[config.mk]
export PLATFORM = sky130hd
export DESIGN_NAME = output_gain_offset_stage
export DESIGN_NICKNAME = d
export VERILOG_FILES = /design/src/hdl/out_stage_pkg.sv /design/src/hdl/output_gain_offset_stage.sv /design/src/hdl/gain_offset_lane.sv
export VERILOG_INCLUDE_DIRS = /design/src /design/src/hdl
export SDC_FILE = /design/constraint.sdc
export NUM_CORES = 2
export LEC_CHECK = 0
export ABC_AREA = 0
export BUFFER_PORTS_ARGS = -buffer_cell sky130_fd_sc_hd__clkbuf_2
export CORE_ASPECT_RATIO = 1.25
export CORE_MARGIN = 3
export CORE_UTILIZATION = 56
export CTS_BUF_LIST = sky130_fd_sc_hd__clkbuf_4 sky130_fd_sc_hd__clkbuf_8
export DETAILED_ROUTE_END_ITERATION = 10
export PLACE_DENSITY = 0.83
export SLEW_MARGIN = 20
export SYNTH_ARGS = -nofsm -noshare
export SYNTH_HDL_FRONTEND = slang
export SYNTH_SLANG_ARGS = --single-unit
[constraint.sdc]
create_clock -name clk -period 24.9 [get_ports clk]
set_input_delay 4.98 -clock clk [delete_from_list [all_inputs] [get_ports clk]]
set_output_delay 4.98 -clock clk [all_outputs]
set_load 0.01 [all_outputs]
[src/hdl/out_stage_regs.svh]
`ifndef OUT_STAGE_REGS_SVH
`define OUT_STAGE_REGS_SVH
// register indices, byte address is four times the index
`define IDX_PORT_A_GAIN 8'hF3
`define IDX_PORT_B_GAIN 8'hF4
`define IDX_CHAN0_I_OFS 8'hF5
`define IDX_CHAN0_Q_OFS 8'hF6
`define IDX_CHAN1_I_OFS 8'hF7
`define IDX_CHAN1_Q_OFS 8'hF8
`define IDX_MODE 8'hF9
`define IDX_LATENCY 8'hFA
`define IDX_STAGE_CFG 8'hFB
// reset values
`define GAIN_RESET 16'h0000
`define OFS_RESET 16'h0000
`define MODE_RESET 2'h0
`define STAGE_CFG_RESET 16'h0000
// field positions
`define GAIN_SIGN_BIT 15
`define MODE_TWO_CHAN_BIT 0
`define MODE_REAL_BIT 1
`define STAGE_EN_LSB 0
`define STAGE_EN_MSB 3
`define CDELAY_LSB 4
`define CDELAY_MSB 15
// gain has 13 fraction bits (unity code is 1 shl 13)
`define GAIN_FRAC_BITS 13
// latency figures in half samples
`define LAT_DIS_HALF 12'h003
`define LAT_EN_HALF 12'h05F
`define LAT_BASE_HALF 12'h021
`endif

[src/hdl/out_stage_pkg.sv]
package out_stage_pkg;
  typedef logic signed [17:0] sample_t;
  typedef enum logic [1:0] {
    BUS_IDLE = 2'b00,
    BUS_RESP = 2'b01
  } bus_state_e;
endpackage

[src/hdl/output_gain_offset_stage.sv]
// Decided for this implementation: the Avalon-MM register port.
`timescale 1ns/1ps
`include "out_stage_regs.svh"
module output_gain_offset_stage #(
  parameter int W = 18,
  parameter int NSTAGE = 4
) (
  input wire logic clk,
  input wire logic rst,
  // avalon-mm slave, word address
  input wire logic [7:0] address,
  input wire logic read,
  input wire logic write,
  input wire logic [31:0] writedata,
  output logic [31:0] readdata,
  output logic waitrequest,
  // processed samples in
  input wire logic in_valid,
  input wire logic signed [W-1:0] in_a_i,
  input wire logic signed [W-1:0] in_a_q,
  input wire logic signed [W-1:0] in_b_i,
  input wire logic signed [W-1:0] in_b_q,
  // port a and port b to the converter
  output logic out_valid,
  output logic signed [W-1:0] out_a_i,
  output logic signed [W-1:0] out_a_q,
  output logic signed [W-1:0] out_b_i,
  output logic signed [W-1:0] out_b_q,
  output logic [11:0] latency_samples
);
  ////////////////////////////////////////////////////////////////////
  // registers
  // map, by word index on the bus:
  //   F3 port a gain, sign plus magnitude
  //   F4 port b gain, same coding
  //   F5 channel-0 i offset, also channel-0 real offset
  //   F6 channel-0 q offset
  //   F7 channel-1 i offset, also channel-1 real offset
  //   F8 channel-1 q offset
  //   F9 mode: bit 0 two-channel, bit 1 real output
  //   FA computed latency in whole samples, read only
  //   FB stage config: enables in bits 3:0, cancel delay above
  // every word sits in the low half of the bus, sixteen bits at most
  // the upper half of a write is dropped and reads back as zero
  // all writable words clear on reset, so both ports start out silent; FA reads the computed latency
  // software must load a non-zero gain before any sample leaves
  // the offsets may stay at zero, they only shift the dc level
  // mode and stage config are local additions for this stage
  // a write to FA or to an unused index changes nothing
  // a read of an unused index answers zero, never an error
  logic [15:0] port_a_gain_r;
  logic [15:0] port_b_gain_r;
  logic [15:0] chan0_i_dc_offset_r;
  logic [15:0] chan0_q_dc_offset_r;
  logic [15:0] chan1_i_dc_offset_r;
  logic [15:0] chan1_q_dc_offset_r;
  logic [1:0] mode_r;
  logic [15:0] stage_cfg_r;
  logic [11:0] latency_r;
  out_stage_pkg::bus_state_e bus_r;
  logic wr_hit;

  assign wr_hit = write && (bus_r == out_stage_pkg::BUS_IDLE);

  // bus handshake: one wait cycle, then the access completes
  // the slave looks at read and write only while idle
  // a request seen while idle moves to the answer state
  // the answer state lasts one cycle and always returns to idle
  // the master sees waitrequest low at the edge after acceptance
  // and drops its request at that same edge
  // a back-to-back request is therefore seen one edge later,
  // which keeps one access from being answered twice
  always_ff @(posedge clk) begin
    if (rst) begin
      bus_r <= out_stage_pkg::BUS_IDLE;
    end else begin
      case (bus_r)
        out_stage_pkg::BUS_IDLE: begin
          if (read || write) begin
            bus_r <= out_stage_pkg::BUS_RESP;
          end
        end
        out_stage_pkg::BUS_RESP: begin
          bus_r <= out_stage_pkg::BUS_IDLE;
        end
        default: begin
          bus_r <= out_stage_pkg::BUS_IDLE;
        end
      endcase
    end
  end

  // waitrequest is high except in the answering cycle
  always_ff @(posedge clk) begin
    if (rst) begin
      waitrequest <= 1'b1;
    end else begin
      waitrequest <= !((bus_r == out_stage_pkg::BUS_IDLE) && (read || write));
    end
  end

  ////////////////////////////////////////////////////////////////////
  // register writes, taken on the first request cycle
  // the word lands at the acceptance edge, one edge before the
  // master sees the answer; the data are held that long anyway
  // gain changes take effect on the very next sample
  always_ff @(posedge clk) begin
    if (rst) begin
      port_a_gain_r <= `GAIN_RESET;
      port_b_gain_r <= `GAIN_RESET;
      chan0_i_dc_offset_r <= `OFS_RESET;
      chan0_q_dc_offset_r <= `OFS_RESET;
      chan1_i_dc_offset_r <= `OFS_RESET;
      chan1_q_dc_offset_r <= `OFS_RESET;
      mode_r <= `MODE_RESET;
      stage_cfg_r <= `STAGE_CFG_RESET;
    end else if (wr_hit) begin
      case (address)
        `IDX_PORT_A_GAIN: begin
          port_a_gain_r <= writedata[15:0];
        end
        `IDX_PORT_B_GAIN: begin
          port_b_gain_r <= writedata[15:0];
        end
        `IDX_CHAN0_I_OFS: begin
          chan0_i_dc_offset_r <= writedata[15:0];
        end
        `IDX_CHAN0_Q_OFS: begin
          chan0_q_dc_offset_r <= writedata[15:0];
        end
        `IDX_CHAN1_I_OFS: begin
          chan1_i_dc_offset_r <= writedata[15:0];
        end
        `IDX_CHAN1_Q_OFS: begin
          chan1_q_dc_offset_r <= writedata[15:0];
        end
        `IDX_MODE: begin
          mode_r <= writedata[1:0];
        end
        `IDX_STAGE_CFG: begin
          stage_cfg_r <= writedata[15:0];
        end
        default: begin
        end
      endcase
    end
  end

  // read mux, unmapped addresses read as zero
  // read data are loaded at the acceptance edge and then hold
  // until the next accepted read, so they stand when sampled
  always_ff @(posedge clk) begin
    if (rst) begin
      readdata <= 32'h00000000;
    end else if (read && (bus_r == out_stage_pkg::BUS_IDLE)) begin
      case (address)
        `IDX_PORT_A_GAIN: begin
          readdata <= {16'h0000, port_a_gain_r};
        end
        `IDX_PORT_B_GAIN: begin
          readdata <= {16'h0000, port_b_gain_r};
        end
        `IDX_CHAN0_I_OFS: begin
          readdata <= {16'h0000, chan0_i_dc_offset_r};
        end
        `IDX_CHAN0_Q_OFS: begin
          readdata <= {16'h0000, chan0_q_dc_offset_r};
        end
        `IDX_CHAN1_I_OFS: begin
          readdata <= {16'h0000, chan1_i_dc_offset_r};
        end
        `IDX_CHAN1_Q_OFS: begin
          readdata <= {16'h0000, chan1_q_dc_offset_r};
        end
        `IDX_MODE: begin
          readdata <= {30'h00000000, mode_r};
        end
        `IDX_LATENCY: begin
          readdata <= {20'h00000, latency_r};
        end
        `IDX_STAGE_CFG: begin
          readdata <= {16'h0000, stage_cfg_r};
        end
        default: begin
          readdata <= 32'h00000000;
        end
      endcase
    end
  end

  ////////////////////////////////////////////////////////////////////
  // latency computed in half samples, then rounded up
  // working in halves keeps every figure a whole number:
  // a disabled stage adds three halves, an enabled stage adds
  // twice the cancel delay plus ninety-five halves, and the
  // fixed part of the path adds thirty-three halves
  // the sum plus one, halved, rounds a half sample upward
  // twelve bits do not hold the worst case of four stages at the
  // largest delay; the sums wrap around at twelve bits
  // the result is registered twice, so a config write shows
  // on the latency port two edges after it lands
  function automatic logic [11:0] calc_latency(input logic [15:0] cfg);
    logic [11:0] half;
    logic [11:0] cdelay;
    half = `LAT_BASE_HALF;
    cdelay = cfg[`CDELAY_MSB:`CDELAY_LSB];
    for (int s = 0; s < NSTAGE; s++) begin
      if (cfg[`STAGE_EN_LSB + s]) begin
        half = 12'(half + 12'(cdelay << 1) + `LAT_EN_HALF);
      end else begin
        half = 12'(half + `LAT_DIS_HALF);
      end
    end
    calc_latency = 12'((half + 12'h001) >> 1);
  endfunction

  always_ff @(posedge clk) begin
    if (rst) begin
      latency_r <= 12'h000;
    end else begin
      latency_r <= calc_latency(stage_cfg_r);
    end
  end

  always_ff @(posedge clk) begin
    if (rst) begin
      latency_samples <= 12'h000;
    end else begin
      latency_samples <= latency_r;
    end
  end

  ////////////////////////////////////////////////////////////////////
  // offset selection: real modes use the I offset for both legs
  logic [15:0] ofs_a_q;
  logic [15:0] ofs_b_q;
  logic two_chan;
  logic real_mode;
  logic [15:0] gain_b_sel;
  assign two_chan = mode_r[`MODE_TWO_CHAN_BIT];
  assign real_mode = mode_r[`MODE_REAL_BIT];
  assign ofs_a_q = real_mode ? chan0_i_dc_offset_r : chan0_q_dc_offset_r;
  assign ofs_b_q = real_mode ? chan1_i_dc_offset_r : chan1_q_dc_offset_r;
  // one-channel use leaves port b on channel-0 offsets
  // channel-1 offsets serve port b only in two-channel use; in
  // one-channel real output both ports carry channel-0 samples
  logic [15:0] ofs_b_i_sel;
  logic [15:0] ofs_b_q_sel;
  logic [15:0] ofs_b_q_one;
  assign ofs_b_q_one = real_mode ? chan0_i_dc_offset_r : chan0_q_dc_offset_r;
  assign ofs_b_i_sel = two_chan ? chan1_i_dc_offset_r : chan0_i_dc_offset_r;
  assign ofs_b_q_sel = two_chan ? ofs_b_q : ofs_b_q_one;
  assign gain_b_sel = port_b_gain_r;

  // four lanes: port a on channel 0, port b on channel 1 in two-channel use
  // each lane multiplies, saturates, adds the offset and
  // saturates again, one register per step
  // the lanes outputs are flip-flops, so the ports are too
  gain_offset_lane #(
    .W(W)
  ) lane_a_i (
    .clk(clk),
    .rst(rst),
    .din(in_a_i),
    .gain(port_a_gain_r),
    .offset(chan0_i_dc_offset_r),
    .dout(out_a_i)
  );
  gain_offset_lane #(
    .W(W)
  ) lane_a_q (
    .clk(clk),
    .rst(rst),
    .din(in_a_q),
    .gain(port_a_gain_r),
    .offset(ofs_a_q),
    .dout(out_a_q)
  );
  gain_offset_lane #(
    .W(W)
  ) lane_b_i (
    .clk(clk),
    .rst(rst),
    .din(in_b_i),
    .gain(gain_b_sel),
    .offset(ofs_b_i_sel),
    .dout(out_b_i)
  );
  gain_offset_lane #(
    .W(W)
  ) lane_b_q (
    .clk(clk),
    .rst(rst),
    .din(in_b_q),
    .gain(gain_b_sel),
    .offset(ofs_b_q_sel),
    .dout(out_b_q)
  );

  // valid follows the two-stage lane pipeline
  // a sample taken at one edge leaves two edges later,
  // with out_valid raised in the same cycle as its data
  // the converter side may latch on out_valid alone
  logic valid_d_r;
  always_ff @(posedge clk) begin
    if (rst) begin
      valid_d_r <= 1'b0;
      out_valid <= 1'b0;
    end else begin
      valid_d_r <= in_valid;
      out_valid <= valid_d_r;
    end
  end
endmodule

[src/hdl/gain_offset_lane.sv]
`timescale 1ns/1ps
`include "out_stage_regs.svh"
// one sample lane: signed gain, saturate, add offset, saturate
module gain_offset_lane #(
  parameter int W = 18
) (
  input wire logic clk,
  input wire logic rst,
  input wire logic signed [W-1:0] din,
  input wire logic [15:0] gain,
  input wire logic [15:0] offset,
  output logic signed [W-1:0] dout
);
  localparam logic signed [W-1:0] MAXV = {1'b0, {(W-1){1'b1}}};
  localparam logic signed [W-1:0] MINV = {1'b1, {(W-1){1'b0}}};

  function automatic logic signed [W-1:0] sat(input logic signed [W+17:0] v);
    if (v > $signed({{18{1'b0}}, MAXV})) begin
      sat = MAXV;
    end else if (v < $signed({{18{1'b1}}, MINV})) begin
      sat = MINV;
    end else begin
      sat = v[W-1:0];
    end
  endfunction

  logic signed [W+16:0] prod;
  logic signed [W+17:0] scaled;
  logic signed [W-1:0] gained_r;
  logic signed [W+17:0] summed;

  // sign-magnitude gain, magnitude times sample, sign flips result
  assign prod = din * $signed({2'b00, gain[14:0]});
  always_comb begin
    if (gain[`GAIN_SIGN_BIT]) begin
      scaled = -($signed({prod[W+16], prod}) >>> `GAIN_FRAC_BITS);
    end else begin
      scaled = $signed({prod[W+16], prod}) >>> `GAIN_FRAC_BITS;
    end
  end

  // first step: saturate after gain
  always_ff @(posedge clk) begin
    if (rst) begin
      gained_r <= '0;
    end else begin
      gained_r <= sat(scaled);
    end
  end

  // offset aligned to the upper 16 bits of the sample
  assign summed = $signed({{18{gained_r[W-1]}}, gained_r})
    + $signed({{18{offset[15]}}, offset, {(W-16){1'b0}}});

  // second step: saturate after offset; zero gain gives zero output
  always_ff @(posedge clk) begin
    if (rst) begin
      dout <= '0;
    end else if (gain[14:0] == 15'h0000) begin
      dout <= '0;
    end else begin
      dout <= sat(summed);
    end
  end
endmodule

==> Yosys cells after proc, flatten, opt, wreduce, memory -nomap -nowiden <==
Cells that the tools add are included.
{ "totals": {"ff_bits": 318, "input_bits": 117, "out_inout_bits": 118, "elab_cells": 142} }
{ "classes": {"n_addsub": 20, "mul": 4, "magnitude_cmp": 16, "eq_ne": 9, "muxes": 33, "bitwise": 1, "n_reduce_logical": 27} }
{ "ops": {"columns": ["operator", "n"], "rows": [
  ["$gt 36x18->1 const B", 8],
  ["$lt 36x18->1 const B", 8],
  ["$mux 18", 8],
  ["$mux 36", 4],
  ["$neg 21->36", 4],
  ["$pmux 16 s9", 1],
  ["$mul 18x16->34", 4],
  ["$mux 17", 8],
  ["$mux 12", 8],
  ["$add 18x18->19", 4],
  ["$eq 8x8->1 const B", 9],
  ["$mux 16", 4],
  ["$add 12x7->12 const B", 4],
  ["$add 12x12->12", 3],
  ["$add 12x2->12 const B", 3],
  ["$logic_not 15->1", 2],
  ["$reduce_and 2->1", 8],
  ["$reduce_or 2->1", 7],
  ["$add 12x1->12 const B", 1],
  ["$add 6x12->12 const A", 1],
  ["$reduce_or 3->1", 4],
  ["$logic_and 1x1->1", 3],
  ["$logic_not 2->1", 1],
  ["$logic_not 1->1", 1],
  ["other kinds (2)", 2]
]} }

==> Logic depth before layout (Yosys ltp) <==
{ "logic_depth": {"ltp_word": 17, "ltp_mapped": 33, "mapped_depth_nobuf": 30} }

==> Cells and area by module <==
Synthesis repeated with hierarchy kept, for this count alone.
{ "hier_totals": {"cells_unflattened": 7102, "area_unflattened_um2": 61198.7} }
{ "modules_own_cells": {"columns": ["module", "n_inst", "cells_each", "area_each_um2", "seq_area_each_um2"], "rows": [
  ["gain_offset_lane (lane_a_q)", 1, 1488, 13070.0, 720.7],
  ["gain_offset_lane (lane_b_q)", 1, 1468, 12933.7, 720.7],
  ["gain_offset_lane (lane_b_i)", 1, 1460, 12818.5, 720.7],
  ["gain_offset_lane (lane_a_i)", 1, 1433, 12679.7, 720.7],
  ["output_gain_offset_stage", 1, 1253, 9696.8, 3123.0]
]} }

==> Worst setup path before layout <==
No wires, ideal clock.
{ "synth_path": {"path_type": "input to register", "startpoint": "in in_a_i[4]", "endpoint": "reg lane_a_i.gained_r[4]", "t_arrival_ns": 12.083, "t_required_ns": 24.767, "setup_slack_ns": 12.684, "path_stages": 30, "path_buffers": 2, "cell_sequence": "clkbuf_1 -> and2_1 -> fa_1 -> inv_1 -> fa_1 -> fa_1 -> fa_1 -> inv_1 -> fa_1 -> inv_1 -> fa_1 -> inv_1 -> ha_1 -> and2_1 -> o21a_1 -> a21oi_2 -> nand2_1 -> a21oi_1 -> inv_1 -> a21oi_1 -> xor2_1 -> ha_1 -> nand4_1 -> or4b_2 -> nor4_2 -> mux2i_1 -> a22oi_1 -> o211ai_2 -> buf_4 -> o31ai_1"} }
{ "synth_via": {"elab_chain_cells": 6, "word_cells_on_any_way": 7} }
{ "synth_rtl": {"columns": ["item", "line", "source"], "rows": [
  ["start, declared", "output_gain_offset_stage.sv:19", "input wire logic signed [W-1:0] in_a_i,"],
  ["$mul 18x16->34 *", "gain_offset_lane.sv:33", "assign prod = din * $signed({2'b00, gain[14:0]});"],
  ["$neg 21->36", "gain_offset_lane.sv:36", "scaled = -($signed({prod[W+16], prod}) >>> `GAIN_FRAC_BITS);"],
  ["$mux 36 *", "gain_offset_lane.sv:35", "if (gain[`GAIN_SIGN_BIT]) begin"],
  ["$lt 36x18->1", "gain_offset_lane.sv:20", "end else if (v < $signed({{18{1'b1}}, MINV})) begin"],
  ["$mux 18", "gain_offset_lane.sv:20", null],
  ["$mux 17 *", "gain_offset_lane.sv:18", "if (v > $signed({{18{1'b0}}, MAXV})) begin"],
  ["end signal, assigned", "gain_offset_lane.sv:47", "gained_r <= sat(scaled);"],
  ["end, declared", "gain_offset_lane.sv:29", "logic signed [W-1:0] gained_r;"]
]} }
Mark *: on every way between the ends. The rest lies on a longest branch, timed or not.
A chain may end at the register's enable or synchronous reset.

==> Worst setup path in the final report <==
{ "layout_path": {"startpoint": "in in_a_i[6]", "endpoint": "reg lane_a_i.gained_r[5]"} }
Same word-level chain as after synthesis.

==> metrics <==
status complete, no violations; Horiz. Die Dim ~300 um; detailed-route via count 49,795; CTS clk-pin slew, worst paths roughly 0.060 ns; Register Area between 6000 and 7000 um2; pwr dens ~17 nW/um2; P&R area growth vs syn 4.82%; FP Rows ~130; synth top area cells fa_1 36%, dfxtp_1 9.9%, ha_1 9.3%; TNS Setup 0 ns; initial antenna violation count 5; Seq/Total Area, Yosys under 10%; clock latency on the worst-skew pair 0.67 ns; Slew @ Worst Pin 1.12 ns; Crit Path Max Fanout 15; post-route ant nets 0; Yosys top cell by area fa_1; Filler Cell Count ~9,000; worst setup path category input port to flip-flop; TritonCTS Buffers between 40 and 50; Cells after Synth approximately 7,000; layout cells sized above 1 roughly 6.6%; Cell Area, Synth between 60,000 and 70,000 um2; placed inst area 62,200 um2; FMAX slightly below 80 MHz; min Tclk post-route about 13 ns; clk buf depth 3; DR vias/cell around 6; IO Port Bufs between 200 and 250; Die Area around 110,000 um2; commonest non-fill, non-tap cell in the layout inv_1; Hold/Removal Path Class flip-flop to flip-flop; critical path arrival 13.28 ns; CP max-delay cell or4b_2; Routed WL per cell around 20 um; final net count 8,661; Yosys warnings 0; # DRC 0; VDD IR max between 30 and 40 uV; top-area cell type share of the netlist area 36.1%; CTS tree built; fin crit share between 50% and 60%; largest net degree at the start of global routing 92; CP peak stage delay around 0.62 ns; Crit. End Element flip-flop; Clock Sinks 300; mean post-synth cell area approximately 8.6 um2; Seq cells post-synth 300; most used cell, CP fa_1; Slew headroom between 20% and 30%; ys async rst share 0%; post-route cell area 63,300 um2; leading cell types in the layout, fill and taps excluded 1,281 x inv_1, 1,090 x fa_1, 1,043 x nand2_1; Top FF cell, synth dfxtp_1; multi-input logic area 48,200 um2; Worst Setup Start Kind input port; first-pass GRT wire length between 200,000 and 300,000 um; Worst Path Required around 25 ns; DRT iter0 DRCs approximately 3,800; cts hold-fix bufs 0; RSZ-0062 raised after global routing no; GPL Wtd Cong 0.962; initial core utilization 56.5%; CTS resizes 0; Util after Layout roughly 59%; Core ar. about 110,000 um2; Root Buffer clkbuf_8; GRT Overall Usage 30.1%; Setup WS pre-CTS 11.48 ns; die height between 300 and 400 um; CP top delay family adder cells; Max Cap Viol 0; IO Pins between 200 and 250; vias in the first global route between 50,000 and 60,000; Final Hold Viols 0; hpwl dp between 100,000 and 150,000 um; aggregate global routing overflow 0; routed wire length 166,000 um; Synth cell types 110; Slew Limit Fails 0; Bufs and invs on worst path 6; Final Skew approximately 0.06 ns; Pre-antenna DRT Iters 8; Final WS setup 12.10 ns; # setup viols final 0; htree depth 2; Lkg Pwr 31.7 nW; number of synthesized flops with an enable pin 0; Post-CTS Repair Setup Buffers 0
[routing by layer]
metal / GRT usage (%) / part of all wire, % / wire (um)
met4: 17.8 / 7.0 / 11600
met1: 35.5 / 36 / 60200
met3: 4.82 / 8.0 / 13300
met2: 51.8 / 49 / 81100
met5: 0 / 0 / 0
[kinds of logic after synthesis]
kind of cell	synth area share, %
and+or+nand+nor	17.3
buffers and inverters	10.5
adders and majority gates	45.5
AOI/OAI and AO/OA	11.9
DFF	9.94
xor gates and xnor gates	3.58
muxes	1.34
other	0.00621
[worst paths after layout]
path | startpoint | cells after the start | slack, ns | end
max reg2reg | gain_b_sel[2] | 23 | 15.89 | lane_b_i.gained_r[13]
min reg2reg | lane_a_i.gained_r[0] | 2 | 0.43 | lane_a_i.dout[0]
max | in_a_i[6] | 29 | 12.10 | lane_a_i.gained_r[5]
min | lane_a_i.gained_r[0] | 2 | 0.43 | lane_a_i.dout[0]
[cells in the mapped netlist, types with 9 or more instances]
| cell type | count |
|---|---|
| inv_1 | 1281 |
| fa_1 | 1090 |
| nand2_1 | 1043 |
| and2_1 | 483 |
| ha_1 | 451 |
| a21oi_1 | 356 |
| clkbuf_1 | 315 |
| dfxtp_1 | 300 |
| nor2_1 | 181 |
| o21ai_0 | 173 |
| xnor2_1 | 160 |
| a21o_1 | 99 |
| nand3_1 | 86 |
| xor2_1 | 85 |
| nor3_1 | 65 |
| o31ai_1 | 50 |
| nand4_1 | 48 |
| a22oi_1 | 45 |
| and3_1 | 44 |
| mux2_2 | 38 |
| nor2b_1 | 37 |
| mux2i_1 | 36 |
| nand2b_1 | 36 |
| o21a_1 | 36 |
| a211oi_1 | 33 |
| a31oi_1 | 30 |
| o21bai_1 | 28 |
| or3_1 | 23 |
| nor4_1 | 22 |
| o211ai_1 | 22 |
| a222oi_1 | 20 |
| buf_2 | 19 |
| buf_4 | 18 |
| a211o_1 | 17 |
| or2_2 | 16 |
| buf_1 | 13 |
| and4_1 | 12 |
| a221oi_1 | 11 |
| a311oi_1 | 11 |
| o211a_1 | 11 |
| o21ai_1 | 9 |
| o22ai_1 | 9 |
| o31a_1 | 9 |
| or4_1 | 9 |
[stage by stage]
stage / total power [W] / hold WS, ns / std cells
floorplan: 0.000545 / 0.411 / 7069
global placement: 0.000583 / 0.420 / 8381
detailed placement: 0.000585 / 0.422 / 8381
CTS: 0.00105 / 0.431 / 8468
global route: 0.00108 / 0.449 / 8469
finish: 0.00105 / 0.429 / 8471
[registers in the layout (all words and copies together), names as in the netlist, 2 cells and up]
signal	cells
stage_cfg_r	16
lane_b_q.gained_r	18
chan0_i_dc_offset_r	16
lane_a_q.gained_r	18
port_a_gain_r	16
latency_r	11
lane_a_q.dout	18
lane_b_i.dout	18
lane_b_q.dout	18
gain_b_sel	16
latency_samples	11
chan1_i_dc_offset_r	16
lane_a_i.gained_r	18
mode_r	2
chan0_q_dc_offset_r	16
readdata	16
chan1_q_dc_offset_r	16
lane_b_i.gained_r	18
lane_a_i.dout	18
[report_power, final]
group	total (W)	internal, W	switching [W]
sequential	0.000484	0.000483	0.00000168
clock	0.000470	0.000261	0.000209
combinational	0.0000934	0.0000202	0.0000731
[worst reg2reg max path: cells and delay by family (launching register included)]
family,cells,cell delay (ns)
AO/OA/AOI/OAI,4,1.17
adder cells (fa/ha/maj),7,3.75
buffers and inverters,4,0.67
flip-flops,1,0.38
AND/OR/NAND/NOR,8,2.89
[layout make-up]
cell class / count / share of cell area (%)
multi-input cells: 5116 / 76.1
flip-flops and latches: 300 / 9.49
inverters: 1285 / 7.62
well taps: 1428 / 2.82
repair buffers: 252 / 2.20
clock buffers: 72 / 1.46
clock inverters: 15 / 0.259
diodes: 3 / 0.0119
No activity file was read; power rests on OpenSTA's default activity.
